[src/pxop_map.svh]
/*
 * Offsets, field positions, codes and reset values of the pixel operation
 * command decoder. Definitions only; included by the package and modules.
 */
`ifndef PXOP_MAP_SVH
`define PXOP_MAP_SVH

// ----------------------------------------------------------------------
// Register offsets (byte addresses in the coprocessor register bank)
// ----------------------------------------------------------------------
`define PXOP_OFF_CONTROL 7'h7C
`define PXOP_OFF_DIR_STEPS 7'h2C
`define PXOP_ADDR_W 7

// ----------------------------------------------------------------------
// Field positions of the control register
// ----------------------------------------------------------------------
`define PXOP_BG_HI 31
`define PXOP_BG_LO 30
`define PXOP_FG_HI 29
`define PXOP_FG_LO 28
`define PXOP_FN_HI 27
`define PXOP_FN_LO 24
`define PXOP_SRC_HI 23
`define PXOP_SRC_LO 20
`define PXOP_DST_HI 19
`define PXOP_DST_LO 16
`define PXOP_PAT_HI 15
`define PXOP_PAT_LO 12
`define PXOP_MSK_HI 7
`define PXOP_MSK_LO 6
`define PXOP_DRW_HI 5
`define PXOP_DRW_LO 4
`define PXOP_AXIS_BIT 0
`define PXOP_VERT_BIT 1
`define PXOP_HORZ_BIT 2

// ----------------------------------------------------------------------
// Codes and reset values
// ----------------------------------------------------------------------
`define PXOP_COLOR_SEL 2'h0
`define PXOP_MAP_SEL 2'h2
`define PXOP_MAP_A 4'h1
`define PXOP_MAP_B 4'h2
`define PXOP_MAP_C 4'h3
`define PXOP_PAT_FIXED 4'h8
`define PXOP_PAT_FROM_SRC 4'h9
`define PXOP_CTRL_RESET 32'h00000000

`endif

[src/pxop_pkg.sv]
/*
 * Types of the pixel operation command decoder.
 * Assumes pxop_map.svh is on the include path.
 */
`include "pxop_map.svh"

package pxop_pkg;

    // Function code of the control register
    typedef enum logic [3:0] {
        PXOP_FN_DS_READ = 4'h2,
        PXOP_FN_LD_READ = 4'h3,
        PXOP_FN_DS_WRITE = 4'h4,
        PXOP_FN_LD_WRITE = 4'h5,
        PXOP_FN_BLT = 4'h8,
        PXOP_FN_BLT_INV = 4'h9,
        PXOP_FN_BLT_FILL = 4'hA
    } pxop_func_t;

    // Colour or map source
    typedef enum logic [1:0] {
        PXOP_SRC_COLOR = 2'h0,
        PXOP_SRC_MAP = 2'h1,
        PXOP_SRC_RSVD = 2'h2
    } pxop_src_t;

    // Map selection result
    typedef enum logic [2:0] {
        PXOP_SEL_NONE = 3'h0,
        PXOP_SEL_A = 3'h1,
        PXOP_SEL_B = 3'h2,
        PXOP_SEL_C = 3'h3,
        PXOP_SEL_FIXED = 3'h4,
        PXOP_SEL_FROM_SRC = 3'h5
    } pxop_map_t;

    // Busy tracking states
    typedef enum logic [1:0] {
        PXOP_IDLE = 2'b01,
        PXOP_BUSY = 2'b10
    } pxop_state_t;

endpackage : pxop_pkg

[src/pxop_cmd_dec.sv]
/*
 * Pixel operation command decoder: holds the write-only control word,
 * decodes it and launches coprocessor operations.
 * Assumes the register port is synchronous to i_clock and that the engine
 * reports completion with a one-cycle pulse on i_op_done.
 */
`timescale 1ns/100ps
`include "pxop_map.svh"

// Summary of operation
// - Write-only 32-bit control register at 7C
// - Top byte write starts non draw-step operations
// - Contents frozen while operation runs
// - Byte layout independent of host ordering
// - Bits 31-30 select background source
// - Bits 29-28 select foreground source
// - Bits 27-24 are the function code
// - Draw-step starts on direction steps write
// - Bits 23-20 select source map
// - Bits 19-16 select destination map
// - Bits 15-12 select pattern source
// - Fixed pattern forces foreground on all
// - Source-derived pattern: nonzero means foreground
// - Bits 7-6 select mask mode
// - Bits 5-4 select drawing attributes
// - Low three bits give direction octant
module pxop_cmd_dec #(
    parameter int PIX_W = 8 // Source pixel width
) (
    input wire logic i_clock, // 10 MHz clock
    input wire logic i_nrst, // Async reset, low
    input wire logic i_wr_en, // Register write strobe
    input wire logic [`PXOP_ADDR_W-1:0] i_wr_addr, // Word byte address
    input wire logic [3:0] i_wr_be, // Byte enables
    input wire logic [31:0] i_wr_data, // Write data
    input wire logic i_op_done, // Engine finished pulse
    input wire logic i_pat_map_bit, // Pattern map bit
    input wire logic [PIX_W-1:0] i_src_pixel, // Current source pixel
    output logic o_op_start, // Launch pulse
    output logic o_busy, // Operation running
    output logic o_wr_refused, // Write lost while busy
    output pxop_pkg::pxop_func_t o_func, // Latched function
    output logic o_func_rsvd, // Function code reserved
    output pxop_pkg::pxop_src_t o_bg_src, // Background source
    output pxop_pkg::pxop_src_t o_fg_src, // Foreground source
    output pxop_pkg::pxop_map_t o_src_map, // Source map
    output pxop_pkg::pxop_map_t o_dst_map, // Destination map
    output pxop_pkg::pxop_map_t o_pat_map, // Pattern selection
    output logic [1:0] o_mask_mode, // Mask mode
    output logic o_mask_rsvd, // Mask code reserved
    output logic [1:0] o_draw_attr_mode, // Drawing attributes
    output logic o_axis_select_flag, // Octant axis bit
    output logic o_vertical_sign_bit, // Octant vertical bit
    output logic o_horizontal_sign_bit, // Octant horizontal bit
    output logic o_pattern_bit, // Resolved pattern pixel
    output logic o_use_foreground // Foreground mix select
);
    import pxop_pkg::*;

    // ------------------------------------------------------------------
    // Elaboration check
    // ------------------------------------------------------------------
    if (PIX_W < 1 || PIX_W > 32) begin : g_bad_width
        $error("pxop_cmd_dec: PIX_W out of range");
    end

    // ------------------------------------------------------------------
    // Helpers
    // ------------------------------------------------------------------
    // True for the two draw-and-step codes
    function automatic logic is_draw_step(input logic [3:0] code);
        is_draw_step = (code == PXOP_FN_DS_READ) || (code == PXOP_FN_DS_WRITE);
    endfunction : is_draw_step

    // True for any assigned function code
    function automatic logic is_valid_fn(input logic [3:0] code);
        unique case (code)
            PXOP_FN_DS_READ, PXOP_FN_LD_READ, PXOP_FN_DS_WRITE, PXOP_FN_LD_WRITE,
            PXOP_FN_BLT, PXOP_FN_BLT_INV, PXOP_FN_BLT_FILL: is_valid_fn = 1'b1;
            default: is_valid_fn = 1'b0;
        endcase
    endfunction : is_valid_fn

    // ------------------------------------------------------------------
    // Declarations
    // ------------------------------------------------------------------
    logic [31:0] ctrl_reg;
    logic [31:0] ctrl_next;
    pxop_state_t state_reg;
    pxop_state_t state_next;
    logic start_reg;
    logic refused_reg;
    pxop_func_t func_reg;
    logic func_rsvd_reg;
    logic ctrl_hit;
    logic steps_hit;
    logic top_byte_wr;
    logic launch;
    logic [3:0] new_fn;

    // ------------------------------------------------------------------
    // Address decode
    // ------------------------------------------------------------------
    // Lane n always maps to bits 8n+7..8n, whatever the host ordering
    assign ctrl_hit = i_wr_en && (i_wr_addr == `PXOP_OFF_CONTROL);
    assign steps_hit = i_wr_en && (i_wr_addr == `PXOP_OFF_DIR_STEPS);
    assign top_byte_wr = ctrl_hit && i_wr_be[3];

    // Byte-merged next value; lower lanes may arrive first
    always_comb begin
        ctrl_next = ctrl_reg;
        for (int b = 0; b < 4; b++) begin
            if (ctrl_hit && i_wr_be[b]) begin
                ctrl_next[8*b +: 8] = i_wr_data[8*b +: 8];
            end
        end
    end

    assign new_fn = ctrl_next[`PXOP_FN_HI:`PXOP_FN_LO];

    // Launch: top byte for most codes, direction steps for draw-step
    always_comb begin
        launch = 1'b0;
        if (state_reg == PXOP_IDLE) begin
            if (top_byte_wr && !is_draw_step(new_fn)) begin
                launch = 1'b1;
            end else if (steps_hit && is_draw_step(new_fn)) begin
                launch = 1'b1;
            end
        end
    end

    // ------------------------------------------------------------------
    // Control word storage
    // ------------------------------------------------------------------
    // No read path exists; writes during a run are dropped so the engine
    // sees one stable word from start to finish
    always_ff @(posedge i_clock or negedge i_nrst) begin
        if (!i_nrst) begin
            ctrl_reg <= `PXOP_CTRL_RESET;
        end else if (state_reg == PXOP_IDLE) begin
            ctrl_reg <= ctrl_next;
        end
    end

    // ------------------------------------------------------------------
    // Operation tracking
    // ------------------------------------------------------------------
    always_comb begin
        state_next = state_reg;
        unique case (state_reg)
            PXOP_IDLE: if (launch) state_next = PXOP_BUSY;
            PXOP_BUSY: if (i_op_done) state_next = PXOP_IDLE;
            default: state_next = PXOP_IDLE;
        endcase
    end

    always_ff @(posedge i_clock or negedge i_nrst) begin
        if (!i_nrst) begin
            state_reg <= PXOP_IDLE;
        end else begin
            state_reg <= state_next;
        end
    end

    // Start pulse and latched function code
    always_ff @(posedge i_clock or negedge i_nrst) begin
        if (!i_nrst) begin
            start_reg <= 1'b0;
            func_reg <= PXOP_FN_BLT;
            func_rsvd_reg <= 1'b0;
        end else begin
            start_reg <= launch;
            if (launch) begin
                func_reg <= pxop_func_t'(new_fn);
                func_rsvd_reg <= !is_valid_fn(new_fn);
            end
        end
    end

    // One-cycle flag when a control write hits a running operation
    always_ff @(posedge i_clock or negedge i_nrst) begin
        if (!i_nrst) begin
            refused_reg <= 1'b0;
        end else begin
            refused_reg <= ctrl_hit && (state_reg == PXOP_BUSY);
        end
    end

    assign o_op_start = start_reg;
    assign o_busy = (state_reg == PXOP_BUSY);
    assign o_wr_refused = refused_reg;
    assign o_func = func_reg;
    assign o_func_rsvd = func_rsvd_reg;

    // ------------------------------------------------------------------
    // Field decode and pattern resolution
    // ------------------------------------------------------------------
    pxop_field_dec u_fields (
        .i_word(ctrl_reg),
        .o_bg_src(o_bg_src),
        .o_fg_src(o_fg_src),
        .o_src_map(o_src_map),
        .o_dst_map(o_dst_map),
        .o_pat_map(o_pat_map),
        .o_mask_mode(o_mask_mode),
        .o_mask_rsvd(o_mask_rsvd),
        .o_draw_attr_mode(o_draw_attr_mode),
        .o_axis_select_flag(o_axis_select_flag),
        .o_vertical_sign_bit(o_vertical_sign_bit),
        .o_horizontal_sign_bit(o_horizontal_sign_bit)
    );

    pxop_pattern #(
        .PIX_W(PIX_W)
    ) u_pattern (
        .i_pat_map(o_pat_map),
        .i_pat_map_bit(i_pat_map_bit),
        .i_src_pixel(i_src_pixel),
        .o_pattern_bit(o_pattern_bit),
        .o_use_foreground(o_use_foreground)
    );

endmodule : pxop_cmd_dec

[src/pxop_field_dec.sv]
/*
 * Decodes a held control word into operation fields.
 * Assumes the word is stable while an operation runs.
 */
`timescale 1ns/100ps
`include "pxop_map.svh"

module pxop_field_dec (
    input wire logic [31:0] i_word, // Held control word
    output pxop_pkg::pxop_src_t o_bg_src, // Background source
    output pxop_pkg::pxop_src_t o_fg_src, // Foreground source
    output pxop_pkg::pxop_map_t o_src_map, // Source map
    output pxop_pkg::pxop_map_t o_dst_map, // Destination map
    output pxop_pkg::pxop_map_t o_pat_map, // Pattern selection
    output logic [1:0] o_mask_mode, // Mask mode, 11 flagged
    output logic o_mask_rsvd, // Mask code reserved
    output logic [1:0] o_draw_attr_mode, // Drawing attributes
    output logic o_axis_select_flag, // Octant axis bit
    output logic o_vertical_sign_bit, // Octant vertical bit
    output logic o_horizontal_sign_bit // Octant horizontal bit
);
    import pxop_pkg::*;

    // ------------------------------------------------------------------
    // Helpers
    // ------------------------------------------------------------------
    function automatic pxop_src_t src_dec(input logic [1:0] code);
        unique case (code)
            `PXOP_COLOR_SEL: src_dec = PXOP_SRC_COLOR;
            `PXOP_MAP_SEL: src_dec = PXOP_SRC_MAP;
            default: src_dec = PXOP_SRC_RSVD;
        endcase
    endfunction : src_dec

    function automatic pxop_map_t map_dec(input logic [3:0] code);
        unique case (code)
            `PXOP_MAP_A: map_dec = PXOP_SEL_A;
            `PXOP_MAP_B: map_dec = PXOP_SEL_B;
            `PXOP_MAP_C: map_dec = PXOP_SEL_C;
            default: map_dec = PXOP_SEL_NONE;
        endcase
    endfunction : map_dec

    // ------------------------------------------------------------------
    // Field decode
    // ------------------------------------------------------------------
    // Bits 11..8 and 3 are never looked at
    assign o_bg_src = src_dec(i_word[`PXOP_BG_HI:`PXOP_BG_LO]);
    assign o_fg_src = src_dec(i_word[`PXOP_FG_HI:`PXOP_FG_LO]);
    assign o_src_map = map_dec(i_word[`PXOP_SRC_HI:`PXOP_SRC_LO]);
    assign o_dst_map = map_dec(i_word[`PXOP_DST_HI:`PXOP_DST_LO]);

    // Pattern adds the fixed and source-derived codes to the map codes
    always_comb begin
        unique case (i_word[`PXOP_PAT_HI:`PXOP_PAT_LO])
            `PXOP_PAT_FIXED: o_pat_map = PXOP_SEL_FIXED;
            `PXOP_PAT_FROM_SRC: o_pat_map = PXOP_SEL_FROM_SRC;
            default: o_pat_map = map_dec(i_word[`PXOP_PAT_HI:`PXOP_PAT_LO]);
        endcase
    end

    assign o_mask_mode = i_word[`PXOP_MSK_HI:`PXOP_MSK_LO];
    assign o_mask_rsvd = &i_word[`PXOP_MSK_HI:`PXOP_MSK_LO];
    assign o_draw_attr_mode = i_word[`PXOP_DRW_HI:`PXOP_DRW_LO];
    assign o_axis_select_flag = i_word[`PXOP_AXIS_BIT];
    assign o_vertical_sign_bit = i_word[`PXOP_VERT_BIT];
    assign o_horizontal_sign_bit = i_word[`PXOP_HORZ_BIT];

endmodule : pxop_field_dec

[src/pxop_pattern.sv]
/*
 * Resolves the pattern bit of one pixel and the mix to use.
 * Assumes the caller supplies the pattern map bit and source pixel.
 */
`timescale 1ns/100ps

module pxop_pattern #(
    parameter int PIX_W = 8 // Source pixel width
) (
    input pxop_pkg::pxop_map_t i_pat_map, // Pattern selection
    input wire logic i_pat_map_bit, // Bit read from map
    input wire logic [PIX_W-1:0] i_src_pixel, // Source pixel
    output logic o_pattern_bit, // Pattern pixel
    output logic o_use_foreground // Foreground mix wanted
);
    import pxop_pkg::*;

    // ------------------------------------------------------------------
    // Elaboration check
    // ------------------------------------------------------------------
    if (PIX_W < 1 || PIX_W > 32) begin : g_bad_width
        $error("pxop_pattern: PIX_W out of range");
    end

    // ------------------------------------------------------------------
    // Pattern selection
    // ------------------------------------------------------------------
    always_comb begin
        unique case (i_pat_map)
            PXOP_SEL_FIXED: o_pattern_bit = 1'b1;
            PXOP_SEL_FROM_SRC: o_pattern_bit = |i_src_pixel;
            default: o_pattern_bit = i_pat_map_bit;
        endcase
    end

    // Pattern 1 picks the foreground mix, 0 the background mix
    assign o_use_foreground = o_pattern_bit;

endmodule : pxop_pattern

[config.mk]
export PLATFORM = sky130hd
export DESIGN_NAME = pxop_cmd_dec
export DESIGN_NICKNAME = d
export VERILOG_FILES = /design/src/pxop_pkg.sv /design/src/pxop_cmd_dec.sv /design/src/pxop_field_dec.sv /design/src/pxop_pattern.sv
export VERILOG_INCLUDE_DIRS = /design/src
export SDC_FILE = /design/constraint.sdc
export NUM_CORES = 1
export LEC_CHECK = 0
export ABC_AREA = 1
export BUFFER_PORTS_ARGS = -buffer_cell sky130_fd_sc_hd__buf_4
export CAP_MARGIN = 20
export CORE_ASPECT_RATIO = 1.75
export CORE_MARGIN = 2
export CORE_UTILIZATION = 45
export DETAILED_ROUTE_END_ITERATION = 10
export PLACE_DENSITY = 0.83
export SLEW_MARGIN = 20
export SYNTH_ARGS = -nofsm -noshare
export SYNTH_HDL_FRONTEND = slang
export SYNTH_SLANG_ARGS = --single-unit
[constraint.sdc]
create_clock -name i_clock -period 2.4 [get_ports i_clock]
set_input_delay 0.48 -clock i_clock [delete_from_list [all_inputs] [get_ports i_clock]]
set_output_delay 0.48 -clock i_clock [all_outputs]
set_load 0.1 [all_outputs]
==> results.yml <==
run_status:
  run_status: "finished, final reports clean"
sta:
  grt_setup_unrepaired: "false"
  final-max-slew-violation-count: 0
  timing_hold_violations_final: 0
  setup_viol: 0
  worst_clock_skew_ns: 0.007381
  post-route-period-util_pct: 80.51
  layout_setup_ws_ns: 0.4678
  min_period_ns: 1.932
  max_clock_freq_ghz: 0.5176
clocking:
  tritoncts: "built"
  cts_hold_buf: 0
  clock_tree.htree_level_count: 2
  postCtsSetupRepairBufs: 0
  clk_root_buffer_cell: "sky130_fd_sc_hd__clkbuf_8"
  tritoncts_sinks: 36
  clock_transition_time_at_the_flip_flop_clock_pins_of_the_worst_setup_and_hold_paths_ns: 0.07
  cts_buffers: 5
  cts_max_path_buffers: 2
  ctsResizeCount: 0
  insertion_delay_ns: 0.29
global_route:
  met2_usage_pct: 33.18
  grt_first_pass_wirelength_um: 6134
  grt-ovfl-total: 0
  grt_util_all_layers_pct: 17.50
  met1_resource_use_gr_pct: 17.10
  initial_antenna_violation_count: 0
  grt-busiest-layer: "met2"
  grt.met3_usage_pct: 4.515
  via_count_of_the_first_global_routing_pass: 1500
  maximum_number_of_pins_on_one_net_before_global_route_repair: 37
floorplanning:
  floorplan_row_count: 31
  io_pins: 87
  die_ht_um: 89.06
  die_width_um: 52.61
  initial_cell_density_of_the_core_pct: 45.68
  core_area_um2: 4073
  design.die.area_um2: 4685
layout:
  num-fill-cells: 370
  area_growth_syn_to_layout_pct: 37.93
  final_layout_size_suffix_gt1_share_pct: 47.33
  most-common-layout-cells: "sky130_fd_sc_hd__buf_4 (80), sky130_fd_sc_hd__nand2_1 (35), sky130_fd_sc_hd__dfrtp_1 (34), sky130_fd_sc_hd__mux2_1 (17), sky130_fd_sc_hd__inv_1 (16)"
  layout.nets: 317
  largest_register_ff_count: 27
  post-route-util_pct: 63.01
  layout.cell_area.non_filler_um2: 2566
  layout_commonest_cell: "sky130_fd_sc_hd__buf_4"
  n_antenna_cell: 0
place:
  placed_cell_area_um2: 2474
  post-dp-hpwl_um: 3003
  port-buffer-count: 79
  dp_worst_setup_slack_ns: 0.4562
  routabilityCongestion: 0.8143
routing:
  wl_cell_um: 11.64
  detail_route.iter0.violations: 15
  drc_errors: 0
  detail_route.wirelength_um: 3620
  via_density: 4.842
  drt_pass_1_iters: 4
  ant_nets: 0
  via_count: 1506
synth:
  synth-edff-count: 0
  dominantRegCellSynth: "sky130_fd_sc_hd__dfrtp_1"
  ys_async_sr_fraction_pct: 100.0
  synth_area_um2: 1861
  yosys_register_bits: 36
  avgSynthCellArea_um2: 10.11
  synth_cell_type_count: 28
  yosys_warnings: 0
  synth.yosys.seq_area_share_pct: 48.55
  synth_cells: 184
setup_path:
  slowest_cell_delay_on_critical_path_ns: 0.37
  critPathCaptureType: "output pin"
  critical_path_arrival_ns: 1.45
  start_kind: "flip-flop"
  worst-path-buf-inv: 1
  timing.critical_path.cells: "nor4b_1 > nand4_1 > o21a_2 > buf_4"
  criticalPathCategory: "flip-flop to output pin"
  cpLargestDelayFamily: "simple AND/OR/NAND/NOR gates"
  crit_path_max_fanout: 3
  critical-path-slowest-cell: "sky130_fd_sc_hd__dfrtp_1"
  timing.critical_path.required_ns: 1.92
pwr:
  cellLeakagePower_nw: 1.428
  pwr_density_nw_per_um2: 707.1
  vdd_drop_max_uv: 393.1
  total_power_mw: 1.815
hold_path:
  min_delay_path_class: "input port to async pin"
flow_run:
  maxCapViolCount: 0
[logic make-up after synthesis]
family	share of synthesized area, %
and+or+nand+nor	27.77
buffers and inverters	7.801
muxes	13.92
AOI/OAI and AO/OA	1.748
DFF	48.55
other	0.2016
[stage by stage]
stage	cells	hold WS, ns	setup TNS (ns)
floorplan	185	0.1844	-0.3538
global placement	303	0.4541	0
detailed placement	303	0.4574	0
CTS	311	0.1443	0
global route	311	0.1662	0
finish	311	0.1360	0
[synthesized netlist by cell type (3+ instances only)]
master                    instances  share of area [%]
sky130_fd_sc_hd__nand3_4          3                2.8
sky130_fd_sc_hd__dfrtp_1         34                 46
sky130_fd_sc_hd__buf_4            7                2.8
sky130_fd_sc_hd__nand3_2          4                2.2
sky130_fd_sc_hd__inv_1           16                3.2
sky130_fd_sc_hd__mux2_2           6                3.6
sky130_fd_sc_hd__nor3_1           3               0.81
sky130_fd_sc_hd__nand4_1         12                4.0
sky130_fd_sc_hd__nand2_2          8                2.7
sky130_fd_sc_hd__nor2_1          11                2.2
sky130_fd_sc_hd__nand2_1         35                7.1
sky130_fd_sc_hd__inv_2            4               0.81
sky130_fd_sc_hd__mux2_1          17                 10
sky130_fd_sc_hd__a21oi_1          3               0.81
[area by class of cell]
| type | count | area (µm²) | share of cell area (%) |
|---|---|---|---|
| inverters | 20 | 75.07 | 2.925 |
| flip-flops and latches | 36 | 903.4 | 35.20 |
| clock inverters | 2 | 10.01 | 0.3901 |
| well taps | 49 | 61.31 | 2.389 |
| multi-input cells | 118 | 833.3 | 32.47 |
| clock buffers | 6 | 82.58 | 3.218 |
| repair buffers | 80 | 600.6 | 23.40 |
[worst paths after layout]
kind	to	slack, ns	startpoint	cells after the start
hold / removal	ctrl_reg[16]	0.14	i_nrst	1
hold reg to reg	o_func[3]	0.47	o_func[3]	2
max in group asynchronous	o_func[3]	1.92	i_nrst	1
min in group i_clock	ctrl_reg[12]	0.40	i_wr_data[12]	2
setup reg to reg	ctrl_reg[21]	0.68	state_reg[0]	4
setup / recovery	o_pattern_bit	0.47	ctrl_reg[12]	4
[power by group]
part | switching (mW) | leakage [nW] | internal (mW) | total (mW)
combinational | 0.488 | 0.899 | 0.187 | 0.675
clock | 0.207 | 0.0510 | 0.229 | 0.436
sequential | 0.0332 | 0.479 | 0.671 | 0.704
[per-layer routing]
metal | part of all wire [%] | vias up
met1 | 35 | 697
li1 | - | 753
met4 | 1.7 | 0
met5 | 0 | -
met2 | 56 | 50
met3 | 6.5 | 6
(Power assumes the default switching activity.)
